$ cat src/pkg/mtc_defs.svh
// Offsets, field positions, reset values and timing counts of the transmit configuration block
`ifndef MTC_DEFS_SVH
`define MTC_DEFS_SVH

`define MTC_ADDR_TRANSMIT_CONFIGURATION 8'h24
`define MTC_ADDR_STATUS 8'h28

`define MTC_TRANSMIT_CONFIGURATION_RESET 32'h00000102
// Reserved 25-24 and unused 19-14, 7-6 never store
`define MTC_TRANSMIT_CONFIGURATION_WMASK 32'hfcf03f3f

`define MTC_BIT_CSI 31
`define MTC_BIT_HBI 30
`define MTC_BIT_MLB 29
`define MTC_BIT_PAD 28
`define MTC_IFG_HI 27
`define MTC_IFG_LO 26
`define MTC_BIT_ECR 23

`define MTC_ST_BUSY 31
`define MTC_ST_ABORT 30
`define MTC_ST_CRSLOST 29
`define MTC_ST_LOOP 28
`define MTC_ST_COLL_HI 22
`define MTC_ST_COLL_LO 16

`define MTC_CLK_NS 5
`define MTC_IFG10_NS 9600
`define MTC_STEP10_NS 400
`define MTC_IFG100_NS 960
`define MTC_STEP100_NS 40
`define MTC_HBWIN_NS 4000
`define MTC_IFG10_CNT (`MTC_IFG10_NS / `MTC_CLK_NS)
`define MTC_STEP10_CNT (`MTC_STEP10_NS / `MTC_CLK_NS)
`define MTC_IFG100_CNT (`MTC_IFG100_NS / `MTC_CLK_NS)
`define MTC_STEP100_CNT (`MTC_STEP100_NS / `MTC_CLK_NS)
`define MTC_HBWIN_CNT (`MTC_HBWIN_NS / `MTC_CLK_NS)

`define MTC_MIN_FRAME 64
`define MTC_TRIES_NORMAL 16
`define MTC_TRIES_RETRY 64

`endif

$ cat src/pkg/mtc_pkg.sv
// Types shared by the transmit configuration block
package mtc_pkg;
   typedef enum logic [2:0] {
      MTC_IDLE = 3'b000,
      MTC_GAP = 3'b001,
      MTC_XMIT = 3'b011,
      MTC_HBEAT = 3'b010,
      MTC_DONE = 3'b110
   } mtc_state_e;
endpackage

$ cat src/pkg/mtc_cfg_if.sv
// Configuration and status carried between register slave and transmit core
`timescale 1ns/1ps
`default_nettype none
interface mtc_cfg_if;
   logic [31:0] cfgWord;
   logic [31:0] statusWord;
   modport regs(output cfgWord, input statusWord);
   modport core(input cfgWord, output statusWord);
endinterface
`default_nettype wire

$ cat src/design/mtc_axil_regs.sv
// AXI4-Lite slave holding the transmit configuration and status registers
`timescale 1ns/1ps
`default_nettype none
`include "mtc_defs.svh"
module mtc_axil_regs
   import mtc_pkg::*;
(
   input wire logic clk_sys,
   input wire logic rst,
   input wire logic [7:0] awaddr,
   input wire logic awvalid,
   output logic awready,
   input wire logic [31:0] wdata,
   input wire logic [3:0] wstrb,
   input wire logic wvalid,
   output logic wready,
   output logic [1:0] bresp,
   output logic bvalid,
   input wire logic bready,
   input wire logic [7:0] araddr,
   input wire logic arvalid,
   output logic arready,
   output logic [31:0] rdata,
   output logic [1:0] rresp,
   output logic rvalid,
   input wire logic rready,
   mtc_cfg_if.regs cfg
);
   logic awHeld;
   logic wHeld;
   logic [7:0] awAddrHeld;
   logic [31:0] wDataHeld;
   logic [3:0] wStrbHeld;
   logic [31:0] transmit_configuration;
   logic [31:0] byteMask;
   logic doWrite;

   assign cfg.cfgWord = transmit_configuration;
   assign doWrite = awHeld && wHeld && !bvalid;

   always_comb begin
      for (int i = 0; i < 4; i++) begin
         byteMask[i*8 +: 8] = {8{wStrbHeld[i]}};
      end
   end

   ////////////////////////////////////////////////////////////////////////
   // Write channels: address and data are taken in either order
   always_ff @(posedge clk_sys) begin
      if (rst) begin
         awHeld <= 1'b0;
         wHeld <= 1'b0;
         awready <= 1'b1;
         wready <= 1'b1;
         awAddrHeld <= 8'h00;
         wDataHeld <= 32'h00000000;
         wStrbHeld <= 4'h0;
         bvalid <= 1'b0;
         bresp <= 2'b00;
      end else begin
         if (awvalid && awready) begin
            awHeld <= 1'b1;
            awready <= 1'b0;
            awAddrHeld <= awaddr;
         end
         if (wvalid && wready) begin
            wHeld <= 1'b1;
            wready <= 1'b0;
            wDataHeld <= wdata;
            wStrbHeld <= wstrb;
         end
         if (doWrite) begin
            bvalid <= 1'b1;
            bresp <= (awAddrHeld[7:2] == `MTC_ADDR_TRANSMIT_CONFIGURATION >> 2 ||
                      awAddrHeld[7:2] == `MTC_ADDR_STATUS >> 2) ? 2'b00 : 2'b10;
         end
         if (bvalid && bready) begin
            bvalid <= 1'b0;
            awHeld <= 1'b0;
            wHeld <= 1'b0;
            awready <= 1'b1;
            wready <= 1'b1;
         end
      end
   end

   always_ff @(posedge clk_sys) begin
      if (rst) begin
         transmit_configuration <= `MTC_TRANSMIT_CONFIGURATION_RESET;
      end else if (doWrite && awAddrHeld[7:2] == `MTC_ADDR_TRANSMIT_CONFIGURATION >> 2) begin
         // Reserved and unused bits are dropped here so they always read zero
         transmit_configuration <= ((transmit_configuration & ~byteMask) | (wDataHeld & byteMask)) & `MTC_TRANSMIT_CONFIGURATION_WMASK;
      end
   end

   ////////////////////////////////////////////////////////////////////////
   // Read channel
   always_ff @(posedge clk_sys) begin
      if (rst) begin
         arready <= 1'b1;
         rvalid <= 1'b0;
         rdata <= 32'h00000000;
         rresp <= 2'b00;
      end else if (arvalid && arready) begin
         arready <= 1'b0;
         rvalid <= 1'b1;
         if (araddr[7:2] == `MTC_ADDR_TRANSMIT_CONFIGURATION >> 2) begin
            rdata <= transmit_configuration;
            rresp <= 2'b00;
         end else if (araddr[7:2] == `MTC_ADDR_STATUS >> 2) begin
            rdata <= cfg.statusWord;
            rresp <= 2'b00;
         end else begin
            rdata <= 32'h00000000;
            rresp <= 2'b10;
         end
      end else if (rvalid && rready) begin
         rvalid <= 1'b0;
         arready <= 1'b1;
      end
   end
endmodule
`default_nettype wire

$ cat src/design/mtc_tx_ctrl.sv
// Transmit configuration control: register access, frame gap, padding, retry and link monitors
//
// Register access over AXI4-Lite was chosen for this implementation.
`timescale 1ns/1ps
`default_nettype none
`include "mtc_defs.svh"
// Summary of operation
// - Carrier sense ignore set: carrier activity is not reported in transmit status.
// - Carrier sense ignore clear: carrier watched during transmission, loss reported in transmit status.
// - Heartbeat ignore set: post-frame heartbeat is ignored, no signal quality errors counted.
// - Heartbeat ignore clear: missing heartbeat after a frame bumps the error count.
// - Loopback set: frames go to own receiver, both media interface sides disabled.
// - Frames received in loopback carry the loopback flag in their status.
// - Auto padding set: frames shorter than 64 bytes are extended to 64.
// - Auto padding clear: short frames are sent at their own length.
// - At 10 Mb/s the gap is 9.6 us minus 0.4 us per field step.
// - At 100 Mb/s the gap is 960 ns minus 40 ns per field step.
// - Bits 25 and 24 ignore writes and read as zero.
// - Retry enabled: up to 64 attempts, abort when the 64th fails.
// - Retry disabled: abort after the 16th failed attempt.
// - Retry enable changes how the collision count is reported.
module mtc_tx_ctrl
   import mtc_pkg::*;
(
   input wire logic clk_sys,
   input wire logic rst,
   input wire logic [7:0] awaddr,
   input wire logic awvalid,
   output logic awready,
   input wire logic [31:0] wdata,
   input wire logic [3:0] wstrb,
   input wire logic wvalid,
   output logic wready,
   output logic [1:0] bresp,
   output logic bvalid,
   input wire logic bready,
   input wire logic [7:0] araddr,
   input wire logic arvalid,
   output logic arready,
   output logic [31:0] rdata,
   output logic [1:0] rresp,
   output logic rvalid,
   input wire logic rready,
   input wire logic speed100,
   input wire logic frameReq,
   input wire logic [10:0] frameLen,
   input wire logic txEnd,
   input wire logic miiCrs,
   input wire logic miiCol,
   output logic txBusy,
   output logic txGo,
   output logic [10:0] txSendLen,
   output logic txDoneValid,
   output logic txAborted,
   output logic txCarrierLost,
   output logic [6:0] txCollisions,
   output logic sqeErrorPulse,
   output logic [15:0] sqe_error_count,
   output logic miiTxEnable,
   output logic miiRxEnable,
   output logic loopback_received_flag
);
   mtc_cfg_if cfgBus();
   mtc_state_e state;
   logic [1:0] pinMeta;
   logic [1:0] pinSync;
   logic crsSync;
   logic colSync;
   logic loopActive;
   logic snapCsi;
   logic snapHbi;
   logic snapPad;
   logic snapEcr;
   logic snapSpeed;
   logic [1:0] snapIfg;
   logic [10:0] lenSnap;
   logic [10:0] gapCnt;
   logic [10:0] gapElapsed;
   logic [10:0] gapTarget;
   logic [6:0] attemptCnt;
   logic [6:0] tryLimit;
   logic [11:0] hbCnt;
   logic hbSeen;
   logic carrierSeen;
   logic collNow;
   logic lastFail;
   logic [3:0] xmitAge;

   mtc_axil_regs u_regs (
      .clk_sys(clk_sys),
      .rst(rst),
      .awaddr(awaddr),
      .awvalid(awvalid),
      .awready(awready),
      .wdata(wdata),
      .wstrb(wstrb),
      .wvalid(wvalid),
      .wready(wready),
      .bresp(bresp),
      .bvalid(bvalid),
      .bready(bready),
      .araddr(araddr),
      .arvalid(arvalid),
      .arready(arready),
      .rdata(rdata),
      .rresp(rresp),
      .rvalid(rvalid),
      .rready(rready),
      .cfg(cfgBus.regs)
   );

   assign cfgBus.statusWord = {txBusy, txAborted, txCarrierLost, loopActive, 5'h00,
                               txCollisions, sqe_error_count};

   ////////////////////////////////////////////////////////////////////////
   // Media pins come from the transceiver's clock, so two flops first
   always_ff @(posedge clk_sys) begin
      if (rst) begin
         pinMeta <= 2'b00;
         pinSync <= 2'b00;
      end else begin
         pinMeta <= {miiCol, miiCrs};
         pinSync <= pinMeta;
      end
   end
   // In loopback the media interface is off, so its pins mean nothing
   assign crsSync = pinSync[0] && !loopActive;
   assign colSync = pinSync[1] && !loopActive;

   function automatic logic [10:0] gapCycles(input logic fast, input logic [1:0] trim);
      if (fast) begin
         gapCycles = 11'(`MTC_IFG100_CNT - `MTC_STEP100_CNT * trim);
      end else begin
         gapCycles = 11'(`MTC_IFG10_CNT - `MTC_STEP10_CNT * trim);
      end
   endfunction

   assign gapTarget = gapCycles(snapSpeed, snapIfg);
   assign tryLimit = snapEcr ? 7'(`MTC_TRIES_RETRY) : 7'(`MTC_TRIES_NORMAL);
   assign collNow = (state == MTC_XMIT) && colSync;
   assign lastFail = collNow && (attemptCnt + 7'd1 == tryLimit);

   ////////////////////////////////////////////////////////////////////////
   // Settings are captured only between frames
   always_ff @(posedge clk_sys) begin
      if (rst) begin
         snapCsi <= 1'b0;
         snapHbi <= 1'b0;
         snapPad <= 1'b0;
         snapEcr <= 1'b0;
         snapSpeed <= 1'b0;
         snapIfg <= 2'b00;
         lenSnap <= 11'h000;
         loopActive <= 1'b0;
         miiTxEnable <= 1'b1;
         miiRxEnable <= 1'b1;
         loopback_received_flag <= 1'b0;
      end else if (state == MTC_IDLE) begin
         loopActive <= cfgBus.cfgWord[`MTC_BIT_MLB];
         miiTxEnable <= !cfgBus.cfgWord[`MTC_BIT_MLB];
         miiRxEnable <= !cfgBus.cfgWord[`MTC_BIT_MLB];
         loopback_received_flag <= cfgBus.cfgWord[`MTC_BIT_MLB];
         if (frameReq) begin
            snapCsi <= cfgBus.cfgWord[`MTC_BIT_CSI];
            snapHbi <= cfgBus.cfgWord[`MTC_BIT_HBI];
            snapPad <= cfgBus.cfgWord[`MTC_BIT_PAD];
            snapEcr <= cfgBus.cfgWord[`MTC_BIT_ECR];
            snapIfg <= cfgBus.cfgWord[`MTC_IFG_HI:`MTC_IFG_LO];
            snapSpeed <= speed100;
            lenSnap <= frameLen;
         end
      end
   end

   ////////////////////////////////////////////////////////////////////////
   // Frame sequencer
   always_ff @(posedge clk_sys) begin
      if (rst) begin
         state <= MTC_IDLE;
         gapCnt <= 11'h000;
         hbCnt <= 12'h000;
         attemptCnt <= 7'h00;
      end else begin
         unique case (state)
            MTC_IDLE: begin
               attemptCnt <= 7'h00;
               if (frameReq) begin
                  state <= MTC_GAP;
                  gapCnt <= gapCycles(speed100, cfgBus.cfgWord[`MTC_IFG_HI:`MTC_IFG_LO]) - 11'd1;
               end
            end
            MTC_GAP: begin
               if (gapCnt == 11'h000) begin
                  state <= MTC_XMIT;
               end else begin
                  gapCnt <= gapCnt - 11'd1;
               end
            end
            MTC_XMIT: begin
               if (collNow) begin
                  attemptCnt <= attemptCnt + 7'd1;
                  if (lastFail) begin
                     state <= MTC_DONE;
                  end else begin
                     // Retry waits a full gap again; backoff is the sender's job
                     state <= MTC_GAP;
                     gapCnt <= gapTarget - 11'd1;
                  end
               end else if (txEnd) begin
                  state <= MTC_HBEAT;
                  hbCnt <= 12'(`MTC_HBWIN_CNT - 1);
               end
            end
            MTC_HBEAT: begin
               if (hbCnt == 12'h000) begin
                  state <= MTC_DONE;
               end else begin
                  hbCnt <= hbCnt - 12'd1;
               end
            end
            MTC_DONE: begin
               state <= MTC_IDLE;
            end
            default: begin
               state <= MTC_IDLE;
            end
         endcase
      end
   end

   ////////////////////////////////////////////////////////////////////////
   // Carrier needs the pin latency and the transceiver's turnaround before it can show
   always_ff @(posedge clk_sys) begin
      if (rst) begin
         xmitAge <= 4'h0;
      end else begin
         xmitAge <= {xmitAge[2:0], state == MTC_XMIT};
      end
   end

   // Carrier and heartbeat monitors
   always_ff @(posedge clk_sys) begin
      if (rst) begin
         carrierSeen <= 1'b0;
         hbSeen <= 1'b0;
      end else if (state == MTC_IDLE) begin
         carrierSeen <= 1'b0;
         hbSeen <= 1'b0;
      end else begin
         if (state == MTC_XMIT && xmitAge[3] && !snapCsi && !crsSync && !loopActive) begin
            carrierSeen <= 1'b1;
         end
         if (state == MTC_HBEAT && colSync) begin
            hbSeen <= 1'b1;
         end
      end
   end

   ////////////////////////////////////////////////////////////////////////
   // Outputs toward the byte engine and descriptor status
   always_ff @(posedge clk_sys) begin
      if (rst) begin
         txBusy <= 1'b0;
         txGo <= 1'b0;
         txSendLen <= 11'h000;
         txDoneValid <= 1'b0;
         txAborted <= 1'b0;
         txCarrierLost <= 1'b0;
         txCollisions <= 7'h00;
      end else begin
         txBusy <= (state != MTC_IDLE) || frameReq;
         txGo <= (state == MTC_GAP) && (gapCnt == 11'h000);
         if (state == MTC_GAP) begin
            if (snapPad && lenSnap < 11'(`MTC_MIN_FRAME)) begin
               txSendLen <= 11'(`MTC_MIN_FRAME);
            end else begin
               txSendLen <= lenSnap;
            end
         end
         txDoneValid <= (state == MTC_DONE);
         if (state == MTC_DONE) begin
            txAborted <= (attemptCnt == tryLimit);
            txCarrierLost <= carrierSeen && !snapCsi;
            // Plain mode saturates at 15; retry mode reports the whole count
            if (snapEcr) begin
               txCollisions <= attemptCnt;
            end else begin
               txCollisions <= (attemptCnt > 7'd15) ? 7'd15 : attemptCnt;
            end
         end
      end
   end

   always_ff @(posedge clk_sys) begin
      if (rst) begin
         sqeErrorPulse <= 1'b0;
         sqe_error_count <= 16'h0000;
      end else begin
         sqeErrorPulse <= 1'b0;
         if (state == MTC_HBEAT && hbCnt == 12'h000 && !hbSeen && !colSync &&
             !snapHbi && !loopActive) begin
            sqeErrorPulse <= 1'b1;
            if (sqe_error_count != 16'hffff) begin
               sqe_error_count <= sqe_error_count + 16'd1;
            end
         end
      end
   end

   // Helper for checking the gap length
   always_ff @(posedge clk_sys) begin
      if (rst || state != MTC_GAP) begin
         gapElapsed <= 11'h000;
      end else begin
         gapElapsed <= gapElapsed + 11'd1;
      end
   end
endmodule
`default_nettype wire

$ cat config.mk
export PLATFORM = sky130hd
export DESIGN_NAME = mtc_tx_ctrl
export DESIGN_NICKNAME = d
export VERILOG_FILES = /design/src/pkg/mtc_pkg.sv /design/src/pkg/mtc_cfg_if.sv /design/src/design/mtc_axil_regs.sv /design/src/design/mtc_tx_ctrl.sv
export VERILOG_INCLUDE_DIRS = /design/src /design/src/pkg
export SDC_FILE = /design/constraint.sdc
export NUM_CORES = 1
export LEC_CHECK = 0
export BUFFER_PORTS_ARGS = -buffer_cell sky130_fd_sc_hd__clkbuf_2
export CELL_PAD_IN_SITES_DETAIL_PLACEMENT = 1
export CELL_PAD_IN_SITES_GLOBAL_PLACEMENT = 1
export CORE_ASPECT_RATIO = 0.75
export CORE_UTILIZATION = 43
export CTS_BUF_LIST = sky130_fd_sc_hd__clkbuf_4
export DETAILED_ROUTE_END_ITERATION = 6
export MAX_ROUTING_LAYER = met4
export PLACE_DENSITY = 0.82
export SLEW_MARGIN = 20
export SYNTH_ARGS = -nofsm -noshare
export SYNTH_HDL_FRONTEND = slang
export SYNTH_SLANG_ARGS = --single-unit
$ cat constraint.sdc
create_clock -name clk_sys -period 3.2 [get_ports clk_sys]
set_input_delay 0.64 -clock clk_sys [delete_from_list [all_inputs] [get_ports clk_sys]]
set_output_delay 0.64 -clock clk_sys [all_outputs]
set_load 0.03 [all_outputs]
# After elaboration in Yosys (flattened, before gate mapping)

Index checks and enable logic that the tools add are counted.

Add/subtract/negate cells: 10
Multiply operators: 2
Order comparisons: 2
Equality and inequality tests: 21
Mux-type cells: 37
Bitwise gates (word level): 4
Reductions and logical operators: 51

Operators with widths:

| cell                                               | number |
|---|---|
| 2-to-1 mux 11 bit                                  | 10 |
| bitwise AND 32 bit                                 | 2 |
| 2-to-1 mux 32 bit                                  | 2 |
| 2-to-1 mux 12 bit                                  | 3 |
| one-hot mux 11 bit (3 select lines)                | 1 |
| subtractor 11 x 1 -> 11 bit, second input constant | 3 |
| inverter 32 bit                                    | 1 |
| bitwise OR 32 bit                                  | 1 |
| 2-to-1 mux 7 bit                                   | 4 |
| logical AND 1 bit                                  | 25 |
| == test 6 x 4 -> 1 bit, second input constant      | 4 |
| one-hot mux 12 bit (2 select lines)                | 1 |
| subtractor 11 x 9 -> 11 bit, first input constant  | 2 |
| 2-to-1 mux 3 bit                                   | 6 |
| subtractor 8 x 5 -> 9 bit, first input constant    | 2 |
| adder 16 x 1 -> 16 bit, second input constant      | 1 |
| != test 16 bit, second input constant              | 1 |
| == test 7 bit                                      | 2 |
| != test 2 bit, second input constant               | 7 |
| one-hot mux 7 bit (2 select lines)                 | 1 |
| zero test 12 bit                                   | 1 |
| one-hot mux 3 bit (4 select lines)                 | 1 |
| subtractor 12 x 1 -> 12 bit, second input constant | 1 |
| zero test 11 bit                                   | 1 |
| other kinds (20)                                   | 44 |

Bits in registers: 212
Input port bits: 75
Output and inout bits: 84
Word-level logic and storage cells: 168

# Longest topological paths before layout

Depth in word-level cells: 9
Gate-level depth with buffers: 11
Depth with buffers taken out: 8

# By module

Synthesis repeated with hierarchy kept, for this count alone.

Cell total of the unflattened synthesis: 1073
Area total of the unflattened synthesis: 8871.0 um^2

By module, submodules not included:

| module        | times used | cells an instance | area each (um^2) | seq. area each (um^2) |
|---|---|---|---|---|
| mtc_tx_ctrl   | 1          | 610               | 4877.2           | 2062.0 |
| mtc_axil_regs | 1          | 463               | 3993.8           | 1901.8 |

# Least setup slack after synthesis

OpenSTA, ideal clock, no wires.

Path kind: register -> register
Start: register state[1]
End: register gapCnt[6]
Setup time: 86 ps
Arrival time: 2262 ps
Required time: 3114 ps
Slack: 853 ps
Stages on the path, launching flop included: 11
Buffers on the path: 3
Period minus slack after synthesis: 2347 ps
Cells stage by stage: dfxtp_1 > buf_2 > buf_1 > nor2_1 > clkbuf_1 > nand2_1 > ha_1 > a21boi_0 > nand2_1 > xnor2_1 > a211oi_1

Word-level cells in the longest chain between the ends: 5
Elaborated cells between the ends (all ways): 12
Classes of those cells: eq/ne (6); mux (1); reduce/logical (5)

RTL lines:

| item                                 | RTL line                               | text |
|---|---|---|
| start, declared                      | mtc_tx_ctrl.sv:64                      | `mtc_state_e state;` |
| start signal, assigned               | mtc_tx_ctrl.sv:179                     | `state <= MTC_IDLE;` |
| start signal, assigned               | mtc_tx_ctrl.sv:188                     | `state <= MTC_GAP;` |
| start signal, assigned               | mtc_tx_ctrl.sv:194                     | `state <= MTC_XMIT;` |
| == test 3 x 2 -> 1 bit               | mtc_tx_ctrl.sv:140, mtc_tx_ctrl.sv:184 |  |
| logical AND 1 bit                    | mtc_tx_ctrl.sv:140                     | `assign collNow = (state == MTC_XMIT) && colSync;` |
| logical AND 1 bit                    | mtc_tx_ctrl.sv:141                     | `assign lastFail = collNow && (attemptCnt + 7'd1 == tryLimit);` |
| != test 2 bit (no source line)       | -                                      |  |
| AND reduction 5 bit (no source line) | -                                      |  |
| end signal, assigned                 | mtc_tx_ctrl.sv:189                     | `` gapCnt <= gapCycles(speed100, cfgBus.cfgWord[`MTC_IFG_HI:`MTC_IFG_LO]) - 11'd1; `` |
| end signal, assigned                 | mtc_tx_ctrl.sv:196                     | `gapCnt <= gapCnt - 11'd1;` |
| end signal, assigned                 | mtc_tx_ctrl.sv:207                     | `gapCnt <= gapTarget - 11'd1;` |
| end, declared                        | mtc_tx_ctrl.sv:77                      | `logic [10:0] gapCnt;` |

Parallel ways exist; a longest one is shown, timed or not.
A chain may end at the register's enable or synchronous reset.

# Final worst setup path

Start: register attemptCnt[0]
End: register gapCnt[10]

Word-level cells in the longest chain between the ends: 5

RTL lines:

| item                                 | RTL line           | text |
|---|---|---|
| start, declared                      | mtc_tx_ctrl.sv:80  | `logic [6:0] attemptCnt;` |
| start signal, assigned               | mtc_tx_ctrl.sv:201 | `attemptCnt <= attemptCnt + 7'd1;` |
| adder 7 x 1 -> 7 bit                 | mtc_tx_ctrl.sv:141 |  |
| == test 7 bit                        | mtc_tx_ctrl.sv:141 |  |
| logical AND 1 bit                    | mtc_tx_ctrl.sv:141 |  |
| != test 2 bit (no source line)       | -                  |  |
| AND reduction 5 bit (no source line) | -                  |  |

Every way passes these cells.

==> summary.md <==
| Metric | Value |
|---|---|
| Initial Util | a little over two fifths |
| Mapped Area | ~0.0085 mm2 |
| DRT met1 WL | 12100 um |
| Clock latency on the worst-skew pair | a little under 0.6 ns |
| Buffer count from post-CTS setup fixing | 0 |
| Overflow left after global routing | 0 |
| Layout cells sized above 1 | 18.3% |
| Unrepaired setup endpoints after global routing | false |
| Critical path peak fanout | 9 |
| Final setup viols | 0 |
| # IOs | between 150 and 200 |
| Setup_tns | 0 ns |
| Min Tclk post-route | around 2.8 ns |
| Worst Hold Class | input pin to flip-flop |
| PostCTS Resize Cnt | 0 |
| CTS root buffer | clkbuf_4 |
| Synth area leader | dfxtp_1 |
| Slew at the pin with the worst max-slew slack | between 1 and 1.5 ns |
| RePlAce Congestion | 0.857 |
| CTS buffer count | 17 |
| Total number of yosys warnings | 0 |
| Vias in the first global route | ~7500 |
| Nets | 1210 |
| Main synth FF type | dfxtp_1 |
| Top cell type's share of synthesized area | between 40 and 50% |
| CP endpoint kind | flip-flop |
| Die span in x | 164 um |
| DRT antenna net count | 0 |
| R2R setup slack | 0.40 ns |
| Storage cell area | ~0.0039 mm2 |
| WL per Instance | between 15 and 20 um |
| Number of detailed-route iterations in the first pass | 5 |
| Largest cells by area after synthesis | dfxtp_1 (46%), nand2_1 (7.2%), a21oi_1 (7.0%) |
| Setup Skew | 0.0385 ns |
| Initial antenna violation count | 0 |
| CTS clk-pin slew, worst paths | 0.16 ns |
| Top routing layer used | met4 |
| Post-synth cell types | 68 |
| DP Area | 0.00934 mm2 |
| GRT Total Usage | 26.0% |
| Post-synth EDFFs | 0 |
| P&R area growth vs syn | 12.8% |
| # DRC | 0 |
| Final Cycle Share | between 80% and 90% |
| Cell row count | 44 |
| Pwr Density | around 460 mW/mm2 |
| Die height | between 100 and 150 um |
| Post-Route WL | between 20000 and 25000 um |
| Status | completed |
| Fin. max-slew vios | 0 |
| Multi-input logic area | between 0.004 and 0.005 mm2 |
| Seq/Total Area, Yosys | 46.3% |
| Lkg Pwr | roughly 0.0038 uW |
| Count leader, synth | dfxtp_1 |
| WHS Path Cells | 2 |
| Die ar. | approximately 0.020 mm2 |
| Hpwl dp | 17900 um |
| Critical path launch point type | flip-flop |
| Syn_area_per_cell | 8.40 um2 |
| Max rail drop VDD | around 0.00021 V |
| H-tree level count | 4 |
| Fmax | between 300 and 400 MHz |
| Metal3 WL | about 1300 um |
| Fin. Hold Viols | 0 |
| CTS tree | done |
| Crit Path Class | flip-flop to flip-flop |
| R2R depth | 8 |
| Via/cell ratio | between 5 and 6 |
| Max Cap Violations | 0 |
| Top post-synthesis cells by count | dfxtp_1 (196), nand2_1 (163), a21oi_1 (118), nor2_1 (91), nand3_1 (53) |
| Fin Hold WS | 0.258 ns |
| Met2 routed WL | about 11000 um |
| Vias | approximately 7700 |
| Core Footprint | 0.0193 mm2 |
| DRT iter0 DRCs | ~470 |
| #FFs+latches synth | around 200 |
| Worst endpoint required time | approximately 3.7 ns |
| Rel. slew slack | about a third |
| # fillers | roughly 2400 |
| PortBufs | 140 |
| Asr flop ratio synth | 0% |
| CTS Hold Bufs | 0 |
| Largest net degree at the start of global routing | 112 |
| CTS Buffer Depth | 2 |
| Syn Inst Count | between 1000 and 1500 |
| First-pass GRT wire length | ~40000 um |
| N_diodes | 0 |
| Post-route cell area | roughly 0.0096 mm2 |
| Crit path DAT | roughly 3.3 ns |
| Clock Sinks | around 200 |
## worst paths after layout
check | start | endpoint
min reg2reg | xmitAge[2] | xmitAge[3]
max | attemptCnt[0] | gapCnt[10]
min | wvalid | u_regs.wready
max reg2reg | attemptCnt[0] | gapCnt[10]
## placed cells by master, fill, tap and decap left out, types with 8 or more instances in the layout
cell type,instances
dfxtp_1,196
nand2_1,163
clkbuf_2,139
a21oi_1,118
nor2_1,91
nand3_1,53
nor3_1,44
mux2i_1,23
a221oi_1,20
o21ai_0,20
clkbuf_4,18
inv_1,17
xnor2_1,17
ha_1,16
a211oi_1,15
buf_4,15
nor2b_1,14
nand2b_1,12
xor2_1,10
and3_1,8
## stage by stage
step                setup slack (ns)  power [uW]  std cells  utilization, %
floorplan                      0.853        3120       1012               -
global placement               0.607        3310       1353            48.3
detailed placement             0.528        3330       1353            48.3
CTS                            0.469        4480       1384            49.5
global route                   0.222        4680       1384            49.5
finish                         0.402        4440       1384            49.5
## logic make-up (layout without fill, tap and decap cells)
group / after synthesis / after routing / synth area share (%)
adders and majority gates: 16 / 16 / 2.36
muxes: 27 / 27 / 3.25
buffers and inverters: 85 / 204 / 4.34
and+or+nand+nor: 448 / 448 / 25.8
AOI/OAI and AO/OA: 209 / 209 / 15.1
DFF: 196 / 196 / 46.3
other: 1 / 4 / 0.0442
xor gates and xnor gates: 27 / 27 / 2.79
## per-layer routing
layer / global-route usage (%) / vias to the layer above
met5: - / -
met4: 7.52 / 0
met3: 4.76 / 23
met2: 39.1 / 193
met1: 35.8 / 3723
li1: - / 3727
## final cells by class
type | instances | share of cell area, %
Clock inverter | 13 | 0.903
Inverter | 18 | 0.707
Sequential cell | 196 | 41.0
Timing Repair Buffer | 155 | 8.66
Multi-Input combinational cell | 731 | 44.0
Tap cell | 253 | 3.31
Clock buffer | 18 | 1.41
## power by group
group	switching [uW]	internal (uW)	leakage [uW]
registers	79.9	2540	0.00160
clock network	851	308	0.000113
logic	432	226	0.00211
total	1360	3080	0.00382
## critical path: stages (launching register included)
cell      delay [ns]
dfxtp_1         0.52
ha_1            0.30
and3_1          0.35
mux2i_1         0.28
o211ai_2        0.17
a211oi_1        0.52
buf_4           0.27
o21ai_0         0.13
o22ai_1         0.20
(Power assumes the default switching activity.)
